[src/rtl/dac_port_map.svh]
// Offsets, field positions, reset values and timing counts of the serial DAC port.
// Assumes a 250 MHz system clock; included by the top module, the checker and the bench.
`ifndef DAC_PORT_MAP_SVH
`define DAC_PORT_MAP_SVH

// ****************************************
// Timing
// ****************************************
`define CLK_PERIOD_NS   4
`define RESET_MIN_NS    90
`define RESET_MAX_NS    200
`define RESET_MIN_CYC   ((`RESET_MIN_NS + `CLK_PERIOD_NS - 1) / `CLK_PERIOD_NS)
`define RESET_MAX_CYC   (`RESET_MAX_NS / `CLK_PERIOD_NS)
`define ACQ_MAX_US      16
`define ACQ_CYC         ((`ACQ_MAX_US * 1000) / `CLK_PERIOD_NS)
`define ALL_ACQ_US      45
`define ALL_ACQ_CYC     ((`ALL_ACQ_US * 1000) / `CLK_PERIOD_NS)

// ****************************************
// Serial framing
// ****************************************
`define MODE_LAST_BIT   5'h01
`define ADDR_LAST_BIT   5'h09
`define DAC_LAST_BIT    5'h17
`define READ_LAST_BIT   5'h0D
`define CHAN_COUNT      32
`define OFFSET_CHAN     6'h20
`define CODE_MSB        13

// ****************************************
// APB register map
// ****************************************
`define CTRL_OFS        8'h00
`define STATUS_OFS      8'h04
`define TARGET_OFS      8'h08
`define CTRL_RST        1'h1
`define CTRL_EN_BIT     0
`define ST_BUSY_BIT     4
`define ST_PEND_BIT     5
`define ST_READ_BIT     6
`define ST_SEL_BIT      7
`define TG_MODE_LSB     8

`endif

[src/rtl/dac_port_pkg.sv]
// Types of the serial DAC port: modes, port states and the addressing word.
// Assumes nothing beyond the map header.
package dac_port_pkg;

   typedef enum logic [1:0] {
      MODE_ACQUIRE_HOLD = 2'h0,
      MODE_DAC_LOAD     = 2'h1,
      MODE_ACQ_READ     = 2'h2,
      MODE_READ_ONLY    = 2'h3
   } port_mode_t;

   typedef enum logic [3:0] {
      ST_IDLE = 4'h1,
      ST_IN   = 4'h2,
      ST_OUT  = 4'h4,
      ST_DONE = 4'h8
   } port_state_t;

   typedef struct packed {
      port_mode_t  mode;
      logic        allChan;
      logic        offsetSel;
      logic        testBit;
      logic [4:0]  channelAddress;
   } addr_word_t;

endpackage : dac_port_pkg

[src/rtl/dac_serial_port.sv]
// Serial command port, DAC register file and acquisition control of a 32-channel DAC.
// Assumes the link pins are asynchronous and an APB master on sys_clk.
//
// The APB interface to the registers and the register addresses were left to the implementer.
`timescale 1ns/1ps
`include "dac_port_map.svh"

// Contract
// RL1: first two bits select the mode
// RL2: acquire-hold takes 10-bit word, target acquires
// RL3: DAC load takes 24 bits, code loaded
// RL4: master spaces DAC loads 400 ns apart
// RL5: acquire-read acquires, then reads back next frame
// RL6: read-only reads back without acquisition
// RL7: master waits 400 ns before readback frame
// RL8: frame fall resets counter, later edges ignored
// RL9: clock ignored after bit count reached
// RL10: free-running or gated serial clock both work
// RL11: data-out driven on rises, released 14th fall
// RL12: data-in sampled on falls, only in frame
// RL13: master samples readback on falling edges
// RL14: interface select high enables serial port
// RL15: all-channel DAC load fills all 32 registers
// RL16: all-channel acquire-hold acquires all 32 channels
// RL17: offset select targets offset channel
// RL18: master keeps test bit at zero
// RL19: five address bits pick one of 32
// RL20: code written only in DAC load mode
// RL21: hold-off low delays acquisition until rise
// RL22: busy low for the whole acquisition
// RL23: 90 to 200 ns low pulse resets
// RL24: power-on clears every DAC register
// RL25: addressing word bit order fixed
module dac_serial_port
   import dac_port_pkg::*;
#(
   parameter int ALL_ACQ_CYC = `ALL_ACQ_CYC
) (
   input  wire logic        sys_clk,
   input  wire logic        arst_n,
   input  wire logic        syncN,
   input  wire logic        sclk,
   input  wire logic        din,
   output logic             doutO,
   output logic             doutOe,
   input  wire logic        holdOffN,
   input  wire logic        interfaceSelect,
   output logic             busyN,
   input  wire logic [13:0] analogInputCode,
   output logic             analogBypass,
   input  wire logic        psel,
   input  wire logic        penable,
   input  wire logic        pwrite,
   input  wire logic [7:0]  paddr,
   input  wire logic [31:0] pwdata,
   output logic [31:0]      prdata,
   output logic             pready,
   output logic             pslverr
);

   // ****************************************
   // Pin synchronisers
   // ****************************************
   logic [4:0] pinRaw;
   logic [4:0] pinSync;
   logic       syncS, sclkS, dinS, holdS, selS;
   logic       syncD_r, sclkD_r, holdD_r;

   assign pinRaw = {syncN, sclk, din, holdOffN, interfaceSelect};

   pin_sync #(.W(5), .RST(5'h13)) u_sync (
      .sys_clk (sys_clk),
      .arst_n  (arst_n),
      .d       (pinRaw),
      .q       (pinSync)
   );

   assign {syncS, sclkS, dinS, holdS, selS} = pinSync;

   always_ff @(posedge sys_clk or negedge arst_n) begin
      if (!arst_n) begin
         syncD_r <= 1'b1;
         sclkD_r <= 1'b0;
         holdD_r <= 1'b1;
      end else begin
         syncD_r <= syncS;
         sclkD_r <= sclkS;
         holdD_r <= holdS;
      end
   end

   // Edges found by oversampling, so a gated clock is as good as a running one
   logic syncFall, sclkFall, sclkRise, holdRise;
   assign syncFall = syncD_r & ~syncS;
   assign sclkFall = sclkD_r & ~sclkS;   // see RL10
   assign sclkRise = ~sclkD_r & sclkS;
   assign holdRise = ~holdD_r & holdS;

   // ****************************************
   // Hold-off pulse width measurement
   // ****************************************
   logic [5:0] lowCnt_r;
   logic       softReset;

   always_ff @(posedge sys_clk or negedge arst_n) begin
      if (!arst_n)
         lowCnt_r <= 6'h00;
      else if (holdS)
         lowCnt_r <= 6'h00;
      else if (lowCnt_r != 6'h3F)
         lowCnt_r <= lowCnt_r + 6'h01;
   end

   // Short glitches and long hold-offs both pass; only the window resets
   assign softReset = holdRise && (lowCnt_r >= 6'(`RESET_MIN_CYC))
                      && (lowCnt_r <= 6'(`RESET_MAX_CYC));   // see RL23

   // ****************************************
   // APB slave
   // ****************************************
   logic        ctrlEn_r;
   logic [31:0] prdata_r;
   logic        apbSetup, apbWrite, mapped;
   logic [31:0] rdMux;
   port_state_t state_r;
   logic        acqPend_r, acqAct_r, readPend_r;
   logic [5:0]  lastTgt_r;
   port_mode_t  lastMode_r;

   assign apbSetup = psel & ~penable;
   assign apbWrite = psel & penable & pwrite;
   assign mapped   = (paddr == `CTRL_OFS) || (paddr == `STATUS_OFS)
                     || (paddr == `TARGET_OFS);
   assign pready   = 1'b1;
   assign pslverr  = psel & penable & ~mapped;
   assign prdata   = prdata_r;

   assign rdMux = (paddr == `CTRL_OFS)   ? {31'h0, ctrlEn_r} :
                  (paddr == `STATUS_OFS) ? {24'h0, selS, readPend_r, acqPend_r,
                                            acqAct_r, state_r} :
                  (paddr == `TARGET_OFS) ? {22'h0, lastMode_r, 2'h0, lastTgt_r} :
                  32'h0;

   always_ff @(posedge sys_clk or negedge arst_n) begin
      if (!arst_n) begin
         ctrlEn_r <= `CTRL_RST;
         prdata_r <= 32'h0;
      end else begin
         if (apbSetup)
            prdata_r <= rdMux;
         if (apbWrite && paddr == `CTRL_OFS)
            ctrlEn_r <= pwdata[`CTRL_EN_BIT];
      end
   end

   // ****************************************
   // Serial frame decode
   // ****************************************
   function automatic logic [5:0] target_index(input addr_word_t w);
      // Offset select overrides the channel address
      target_index = w.offsetSel ? `OFFSET_CHAN
                                 : {1'b0, w.channelAddress};   // see RL17, RL19
   endfunction : target_index

   logic [23:0] shift_r;
   logic [4:0]  bitCnt_r;
   port_mode_t  mode_r;
   logic [13:0] outShift_r;
   logic        portOn;
   logic [23:0] shiftNxt;
   logic        inBit, outBit, lastIn, lastOut;
   logic        addrEnd, dacEnd;
   addr_word_t  addrWord, dacWord;
   logic [13:0] dacCode;

   assign portOn   = selS & ctrlEn_r;                   // see RL14
   assign shiftNxt = {shift_r[22:0], dinS};
   assign inBit    = (state_r == ST_IN) & sclkFall;     // see RL12
   assign outBit   = (state_r == ST_OUT) & sclkFall;
   // Mode bits are latched after two bits, so the length is known early
   assign lastIn   = (bitCnt_r == `DAC_LAST_BIT) ||
                     ((bitCnt_r == `ADDR_LAST_BIT) && (mode_r != MODE_DAC_LOAD));
   assign lastOut  = bitCnt_r == `READ_LAST_BIT;
   assign addrEnd  = inBit & lastIn & (mode_r != MODE_DAC_LOAD);   // see RL2
   assign dacEnd   = inBit & lastIn & (mode_r == MODE_DAC_LOAD);   // see RL3
   assign addrWord = addr_word_t'(shiftNxt[9:0]);       // see RL25
   assign dacWord  = addr_word_t'(shiftNxt[23:14]);
   assign dacCode  = shiftNxt[13:0];

   // Counter restarts only from idle or done; mid-frame edges are ignored
   always_ff @(posedge sys_clk or negedge arst_n) begin
      if (!arst_n) begin
         state_r  <= ST_IDLE;
         bitCnt_r <= 5'h00;
         shift_r  <= 24'h0;
         mode_r   <= MODE_ACQUIRE_HOLD;
      end else if (softReset) begin
         state_r  <= ST_IDLE;
         bitCnt_r <= 5'h00;
      end else begin
         case (state_r)
            ST_IDLE, ST_DONE: begin
               if (syncFall && portOn) begin                   // see RL8
                  state_r  <= readPend_r ? ST_OUT : ST_IN;
                  bitCnt_r <= 5'h00;
               end
            end
            ST_IN: begin
               if (sclkFall) begin
                  shift_r  <= shiftNxt;
                  bitCnt_r <= bitCnt_r + 5'h01;
                  if (bitCnt_r == `MODE_LAST_BIT)
                     mode_r <= port_mode_t'(shiftNxt[1:0]);    // see RL1
                  if (lastIn)
                     state_r <= ST_DONE;                       // see RL9
               end
            end
            ST_OUT: begin
               if (sclkFall) begin
                  bitCnt_r <= bitCnt_r + 5'h01;
                  if (lastOut)
                     state_r <= ST_DONE;
               end
            end
            default: state_r <= ST_IDLE;
         endcase
      end
   end

   // ****************************************
   // Readback shifter
   // ****************************************
   logic [5:0] readIdx_r;
   logic [13:0] dacReg_r [0:`CHAN_COUNT];
   logic       startOut;

   assign startOut = (state_r == ST_IDLE || state_r == ST_DONE) && syncFall
                     && portOn && readPend_r;

   // Data changes on rises so it is steady when the master samples on falls
   always_ff @(posedge sys_clk or negedge arst_n) begin
      if (!arst_n) begin
         outShift_r <= 14'h0;
         doutO      <= 1'b0;
         doutOe     <= 1'b0;
      end else if (softReset) begin
         doutOe     <= 1'b0;
      end else begin
         if (startOut)
            outShift_r <= dacReg_r[readIdx_r];                 // see RL6
         else if (state_r == ST_OUT && sclkRise) begin
            doutO      <= outShift_r[`CODE_MSB];               // see RL11
            doutOe     <= 1'b1;
            outShift_r <= {outShift_r[12:0], 1'b0};
         end
         if (outBit && lastOut)
            doutOe <= 1'b0;                                    // see RL11
      end
   end

   // ****************************************
   // Acquisition control
   // ****************************************
   logic [13:0] acqCnt_r;
   logic [5:0]  acqTgt_r;
   logic        acqAll_r;
   logic        acqCmd, acqStart, acqDone;
   logic        dacAll;

   // The test bit is not decoded; the master keeps it low
   assign acqCmd   = addrEnd && (mode_r == MODE_ACQUIRE_HOLD
                     || mode_r == MODE_ACQ_READ);              // see RL5, RL18
   assign acqStart = acqPend_r & holdS;                        // see RL21
   assign acqDone  = acqAct_r && (acqCnt_r == 14'h0);
   assign dacAll   = dacEnd & dacWord.allChan;
   assign busyN    = ~acqAct_r;                                // see RL22
   assign analogBypass = acqPend_r | acqAct_r;

   always_ff @(posedge sys_clk or negedge arst_n) begin
      if (!arst_n) begin
         acqPend_r  <= 1'b0;
         acqAct_r   <= 1'b0;
         acqCnt_r   <= 14'h0;
         acqTgt_r   <= 6'h00;
         acqAll_r   <= 1'b0;
         readPend_r <= 1'b0;
         readIdx_r  <= 6'h00;
         lastTgt_r  <= 6'h00;
         lastMode_r <= MODE_ACQUIRE_HOLD;
      end else if (softReset) begin
         acqPend_r  <= 1'b0;
         acqAct_r   <= 1'b0;
         readPend_r <= 1'b0;
      end else begin
         if (acqCmd) begin
            acqPend_r <= 1'b1;
            acqTgt_r  <= target_index(addrWord);
            acqAll_r  <= addrWord.allChan & (mode_r == MODE_ACQUIRE_HOLD); // see RL16
         end else if (acqStart) begin
            acqPend_r <= 1'b0;
            acqAct_r  <= 1'b1;
            acqCnt_r  <= acqAll_r ? 14'(ALL_ACQ_CYC) : 14'(`ACQ_CYC);
         end else if (acqDone)
            acqAct_r  <= 1'b0;
         else if (acqAct_r)
            acqCnt_r  <= acqCnt_r - 14'h1;
         if (addrEnd && mode_r[1]) begin
            readPend_r <= 1'b1;                                 // see RL5, RL6
            readIdx_r  <= target_index(addrWord);
         end else if (startOut)
            readPend_r <= 1'b0;
         if (addrEnd || dacEnd) begin
            lastMode_r <= mode_r;
            lastTgt_r  <= target_index(addrEnd ? addrWord : dacWord);
         end
      end
   end

   // ****************************************
   // DAC register file
   // ****************************************
   always_ff @(posedge sys_clk or negedge arst_n) begin
      if (!arst_n) begin
         for (int i = 0; i <= `CHAN_COUNT; i++)
            dacReg_r[i] <= 14'h0;                               // see RL24
      end else if (softReset) begin
         for (int i = 0; i <= `CHAN_COUNT; i++)
            dacReg_r[i] <= 14'h0;                               // see RL23
      end else if (dacAll) begin
         // Test fill: code MSB picks all ones or all zeros
         for (int i = 0; i < `CHAN_COUNT; i++)
            dacReg_r[i] <= {14{dacCode[`CODE_MSB]}};            // see RL15
      end else if (dacEnd) begin
         dacReg_r[target_index(dacWord)] <= dacCode;            // see RL3, RL20
      end else if (acqDone && acqAll_r) begin
         for (int i = 0; i < `CHAN_COUNT; i++)
            dacReg_r[i] <= analogInputCode;                     // see RL16
      end else if (acqDone) begin
         dacReg_r[acqTgt_r] <= analogInputCode;                 // see RL2, RL22
      end
   end

endmodule : dac_serial_port

[src/rtl/pin_sync.sv]
// Two-stage synchroniser for pins arriving from outside the system clock.
// Assumes the reset value matches each pin's idle level.
`timescale 1ns/1ps
module pin_sync #(
   parameter int          W   = 1,
   parameter logic [W-1:0] RST = '0
) (
   input  wire logic         sys_clk,
   input  wire logic         arst_n,
   input  wire logic [W-1:0] d,
   output logic      [W-1:0] q
);
   logic [W-1:0] meta_r;

   always_ff @(posedge sys_clk or negedge arst_n) begin
      if (!arst_n) begin
         meta_r <= RST;
         q      <= RST;
      end else begin
         meta_r <= d;
         q      <= meta_r;
      end
   end
endmodule : pin_sync

[config.mk]
export PLATFORM = sky130hd
export DESIGN_NAME = dac_serial_port
export DESIGN_NICKNAME = d
export VERILOG_FILES = /design/src/rtl/dac_port_pkg.sv /design/src/rtl/dac_serial_port.sv /design/src/rtl/pin_sync.sv
export VERILOG_INCLUDE_DIRS = /design/src /design/src/rtl
export SDC_FILE = /design/constraint.sdc
export NUM_CORES = 1
export LEC_CHECK = 0
export ABC_CLOCK_PERIOD_IN_PS = 3600
export BUFFER_PORTS_ARGS = -buffer_cell sky130_fd_sc_hd__buf_2
export CAP_MARGIN = 20
export CORE_MARGIN = 1.5
export CORE_UTILIZATION = 49
export CTS_CLUSTER_SIZE = 10
export DETAILED_ROUTE_END_ITERATION = 7
export PLACE_DENSITY = 0.65
export SYNTH_ARGS = -nofsm -noshare
export SYNTH_HDL_FRONTEND = slang
export SYNTH_SLANG_ARGS = --single-unit
[constraint.sdc]
create_clock -name sys_clk -period 3.6 [get_ports sys_clk]
set_clock_uncertainty 0.05 [all_clocks]
set_input_delay 0.72 -clock sys_clk [delete_from_list [all_inputs] [get_ports sys_clk]]
set_output_delay 0.72 -clock sys_clk [all_outputs]
set_load 0.01 [all_outputs]
### Yosys cells after proc, flatten, opt, wreduce, memory -nomap -nowiden

Index checks and enable logic that the tools add are counted.
Widths: inputs -> output; s select.

* shifts and indexed selects: 0
* add/subtract/negate cells: 3
* multiply operators: 0
* bitwise gates (word level): 31
* $lt $le $gt $ge: 7
* divide/modulo/power cells: 0
* reductions and logical operators: 50
* equality and inequality tests: 25
* multiplexer cells: 57

Operators with widths (number)
* $mux 462: 3
* $bwmux 462: 2
* $mux 448: 2
* $demux 14 s6: 2
* $mux 14: 12
* $bmux 14 s6: 1
* $mux 10: 3
* $mux 6: 5
* $mux 4: 6
* $ge 7x7->1 const B: 3
* $not 6->7: 3
* $ne 3x3->1 const B: 6
* $reduce_bool 3->1: 6
* $and 1x1->1: 17
* $logic_and 1x1->1: 16
* $mux 5: 3
* $logic_not 14->1: 1
* $lt 7x1->1 const B: 2
* $mux 1: 14
* $sub 14x1->14 const B: 1
* $pmux 4 s3: 1
* $reduce_and 2->1: 6
* $reduce_and 3->1: 4
* $eq 5x4->1 const B: 2
* other kinds (32): 52

* memories kept: 0
* ROM bits: 0
* output and inout port bits: 38
* memory bits (writable): 0
* register bits after elaboration: 600
* bits of input ports: 64
* bits in latches: 0

### Longest topological paths before layout

* depth in word-level cells: 11
* gate-level depth with buffers: 10
* depth with buffers taken out: 7

### Modules after synthesis

From an unflattened synthesis, not the netlist that was laid out.

* cells, all modules: 3939
* area total of the unflattened synthesis: 38937.3 µm²

By module, submodules not included
* dac_serial_port: times used 1, cells an instance 3929, sequential area each 14218.6 µm², area each 38679.6 µm²
* pin_sync: times used 1, cells an instance 10, sequential area each 257.7 µm², area each 257.7 µm²

### Worst setup path before layout

OpenSTA, ideal clock, no wires.

* path kind: register to register
* start: reg acqCnt_r[5]
* end: reg dacReg_r[10] (netlist name)
* arrival time: 2.751 ns
* cell stages (with the launch flop): 8
* data required time: 3.423 ns
* setup slack: 0.671 ns
* clock period less this slack: 2.929 ns
* library setup time: 0.127 ns
* path through: dfrtp_1 > or4_1 > buf_2 > or4_4 > or3_1 > a22oi_4 > buf_6 > mux2_1

* longest elaborated chain between the ends: 5

RTL lines
* start: declaration: line dac_serial_port.sv:264 `logic [13:0] acqCnt_r;`
* start signal: assignment: line dac_serial_port.sv:302 `` acqCnt_r <= acqAll_r ? 14'(ALL_ACQ_CYC) : 14'(`ACQ_CYC); ``
* start signal: assignment: line dac_serial_port.sv:306 `acqCnt_r <= acqCnt_r - 14'h1;`
* $logic_not 14->1 *: line dac_serial_port.sv:274 `assign acqDone = acqAct_r && (acqCnt_r == 14'h0);`
* $logic_and 1x1->1 *: line dac_serial_port.sv:274
* $logic_and 1x1->1: line dac_serial_port.sv:335 `end else if (acqDone && acqAll_r) begin`
* $ne 3x3->1 (no source line)
* $reduce_and 3->1 (no source line) *
* end signal: indexed assignment: line dac_serial_port.sv:334 `dacReg_r[target_index(dacWord)] <= dacCode;`
* end signal: indexed assignment: line dac_serial_port.sv:337 `dacReg_r[i] <= analogInputCode;`
* end signal: indexed assignment: line dac_serial_port.sv:339 `dacReg_r[acqTgt_r] <= analogInputCode;`
* end: declaration: line dac_serial_port.sv:234 `` logic [13:0] dacReg_r [0:`CHAN_COUNT]; ``

Every way passes the cells marked *; elsewhere a longest branch is shown, timed or not.
A chain may end at the register's enable or synchronous reset.

### Worst setup path after layout

* start: reg state_r[2]
* end: reg dacReg_r[181] (netlist name)

* longest elaborated chain between the ends: 7

RTL lines
* start: declaration: line dac_serial_port.sv:125 `port_state_t state_r;`
* start signal: assignment: line dac_serial_port.sv:204 `state_r <= readPend_r ? ST_OUT : ST_IN;`
* $eq 4x2->1 *: line dac_serial_port.sv:178 `assign inBit = (state_r == ST_IN) & sclkFall;`
* $and 1x1->1 *: line dac_serial_port.sv:178
* $and 1x1->1 * (2 in series): line dac_serial_port.sv:185 `assign dacEnd = inBit & lastIn & (mode_r == MODE_DAC_LOAD);`
* $mux 462 / $and 1x1->1 (equally long branches): line dac_serial_port.sv:333, dac_serial_port.sv:275
* $mux 448: line dac_serial_port.sv:329 `end else if (dacAll) begin`
* $mux 462: line dac_serial_port.sv:326 `end else if (softReset) begin`
* end signal: indexed assignment: line dac_serial_port.sv:332 `` dacReg_r[i] <= {14{dacCode[`CODE_MSB]}}; ``
* end signal: indexed assignment: line dac_serial_port.sv:334
* end signal: indexed assignment: line dac_serial_port.sv:337

Marked as above.

==> results.cfg <==
[sta]
fmax_mhz = 291.9
rsz0062_at_grt = no
setup_ws_ns = 0.1737
period_share_pct = 95.18
tns_ns = 0
finalSetupViolCount = 0
slew_violations = 0
slew_headroom_pct = 20.26
worst_hold_slack_ns = 0.06803
hold_viol = 0
worst_pin_slew_ns = 1.196
period_minus_slack_ns = 3.426

[pwr]
seq_power_share_pct = 46.8
p_clk_share_pct = 46.7
p_comb_share_pct = 6.5
ir_drop_uv = 281.4
swShare_pct = 25.79
internal_power_mw = 10.67
power.switching_mw = 3.707
p_per_area_mw_per_mm2 = 379.3
power.total_mw = 14.38
p_leak_nw = 15.42

[synthesis]
synth_async_sr_flop_share_pct = 100.0
syn_area_per_cell_um2 = 10.92
ys_seq_area_share_pct = 42.65
ys_warn_count = 0
ys.flop_type = dfrtp_1
synth_edf_count = 0
netlist_instances = 3109
ys_top_cells_by_area = dfrtp_1 42%, a22o_1 9.9%, o221ai_1 7.5%
syn_area_mm2 = 0.03395
synth_cell_type_count = 99
synth_top_area_share_pct = 41.87
synth_top_area_cell = dfrtp_1
ys_ff_latch = 578

[status]
status = complete, no violations

[die]
start_util_pct = 49.49
fp.dieArea_mm2 = 0.07086
die_w_um = 266.2
die_h_um = 266.2
ios = 102
core_area_mm2 = 0.06859
rows = 96

[setup_path]
worstPathMaxFanout = 15
ff2ff_path_depth = 8
critPathKind = flop to flop
required_ns = 4.05
r2r_slack_ns = 0.17
end_kind = flop
r2r-end = dacReg_r[181]
r2r_start = state_r[2]
critPathArrivalTime_ns = 3.88
critPathLaunchType = flop

[global_route]
antenna_found_initial = 6
overflow = 0
grt_pass1_vias = 30150
grt_max_degree = 121
track_usage_pct = 40.45
grt_pass1_wl_mm = 210.2

[clocking]
cts_tree = built
cts_sinks = 578
clkSlewWorstSetupHoldPaths_ns = 0.05
cts_max_level = 3
worstSkewPairLatency_ns = 0.62
cts_root_buf = clkbuf_16
cts-buffers-inserted = 71
post_cts_buffers = 0
clock_path_buffers = 3

[flow_run]
cap_violations = 0

[placed_design]
dpl.hpwl_mm = 101.0
place_area_mm2 = 0.03580
place.gp.congestion = 1.104
io_buffers = 47
dp_slack_ns = 0.02247

[final_layout]
nets = 3138
drive_above_1_share_pct = 21.95
synthToLayoutAreaGrowth_pct = 11.64
design_area_mm2 = 0.03790

[drt]
drt_iter0_markers = 4334
drtPass1Iterations = 6
routed_wl_mm = 144.2
post_drt_wl_per_cell_um = 35.73
drcViolationCount = 0
vias = 31110
ant_nets = 0
via_per_inst = 7.710

[min_path]
hold_class = primary input to asynchronous set/reset pin
## cell families after synthesis
kind of cell | synth area share [%]
fa+ha+maj | 0.2212
flops | 42.65
mux | 10.41
buf+inv | 6.561
xor+xnor | 0.1290
other cells | 0.02212
compound gates | 31.88
simple gates | 8.124
## area by class of cell
cell class	count	area [um^2]
Fill cell	5922	30690
Multi-Input combinational cell	2075	17450
Sequential cell	578	14490
Timing Repair Buffer	323	2660
Clock buffer	98	1971
Tap cell	931	1165
Clock inverter	9	85.08
Inverter	19	71.32
Antenna cell	2	5.005
## synthesized netlist by cell type (32+ instances only)
library cell,count
nor3_1,37
clkbuf_1,244
mux2i_1,58
dfrtp_1,568
a221oi_1,59
o2bb2ai_1,45
o21ai_0,79
buf_4,32
a21oi_1,54
o22ai_1,43
a22oi_1,39
nand3_1,47
o221ai_1,291
a22o_1,383
mux4_2,87
a221o_1,67
nor2_1,74
nand2_1,166
buf_2,145
mux2_2,79
## worst max path at each step
| stage | startpoint | to | cells after the start |
|---|---|---|---|
| after global placement | state_r[2] | dacReg_r[209] | 6 |
| after CTS | state_r[2] | dacReg_r[209] | 6 |
| after floorplan | acqCnt_r[5] | dacReg_r[10] | 7 |
| after detailed placement | state_r[2] | dacReg_r[209] | 6 |
| final | state_r[2] | dacReg_r[181] | 8 |
| after global routing | lowCnt_r[0] | dacReg_r[209] | 8 |
## per-layer routing
layer | vias to the layer above | GRT usage [%] | routed length, um
li1 | 12520 | - | -
met1 | 15790 | 49.95 | 52580
met2 | 2243 | 59.34 | 62080
met3 | 547 | 15.09 | 18590
met4 | 8 | 26.24 | 10860
met5 | - | 0 | 58
## repair_timing
item                       4_1_cts  5_1_grt
setup endpoints to repair        0       11
hold endpoints to repair         0        0
hold buffers                     0        0
gates resized for setup          0        1
## sequential cells by signal, summed over array words and instances, names as in the netlist, 2 cells and up
name and cells:
acqCnt_r 14, acqTgt_r 6, bitCnt_r 5, dacReg_r 462
lastMode_r 2, lastTgt_r 6, lowCnt_r 6, mode_r 2
outShift_r 14, prdata 10, readIdx_r 6, shift_r 21
state_r 4, u_sync.meta_r 5, u_sync.q 5
## worst max-delay path, stage by stage (launching register included)
cell and delay [ns]:
dfrtp_1 0.45, or4b_1 0.65, or2_1 0.33, buf_4 0.21, a2111oi_0 0.68, buf_4 0.24, or2_1 0.11, buf_4 0.23
mux2_2 0.36
## metrics by stage
step / utilization, % / instances
after floorplan: - / 3130
after global placement: 52.17 / 3920
after detailed placement: 52.19 / 3922
after CTS: 55.19 / 4029
after global routing: 55.25 / 4033
final: 55.25 / 4035
## power groups by stage
stage                     sequential, mW  clock, mW  combinational, mW
after global placement              6.83          0              0.871
final                               6.73       6.71              0.930
after detailed placement            6.83          0              0.895
after floorplan                     6.72          0              0.491
after CTS                           6.72       6.74              0.899
after global routing                6.73       6.99              0.983
## cell usage in the layout, fill, tap and decap left out, types with 31 or more instances in the layout
cell,instances
a22o_1,383
a221oi_1,59
mux2_2,79
mux2i_1,58
a22oi_1,39
nand3_1,47
o22ai_1,43
o31ai_1,31
buf_2,46
buf_4,248
nor3_1,33
nor2_1,74
dfrtp_1,565
clkbuf_16,73
o21ai_0,77
a21oi_1,54
a221o_1,67
o221ai_1,291
mux4_2,87
o2bb2ai_1,45
nand2_1,161
Note: power is estimated with default switching activity, not from simulation.
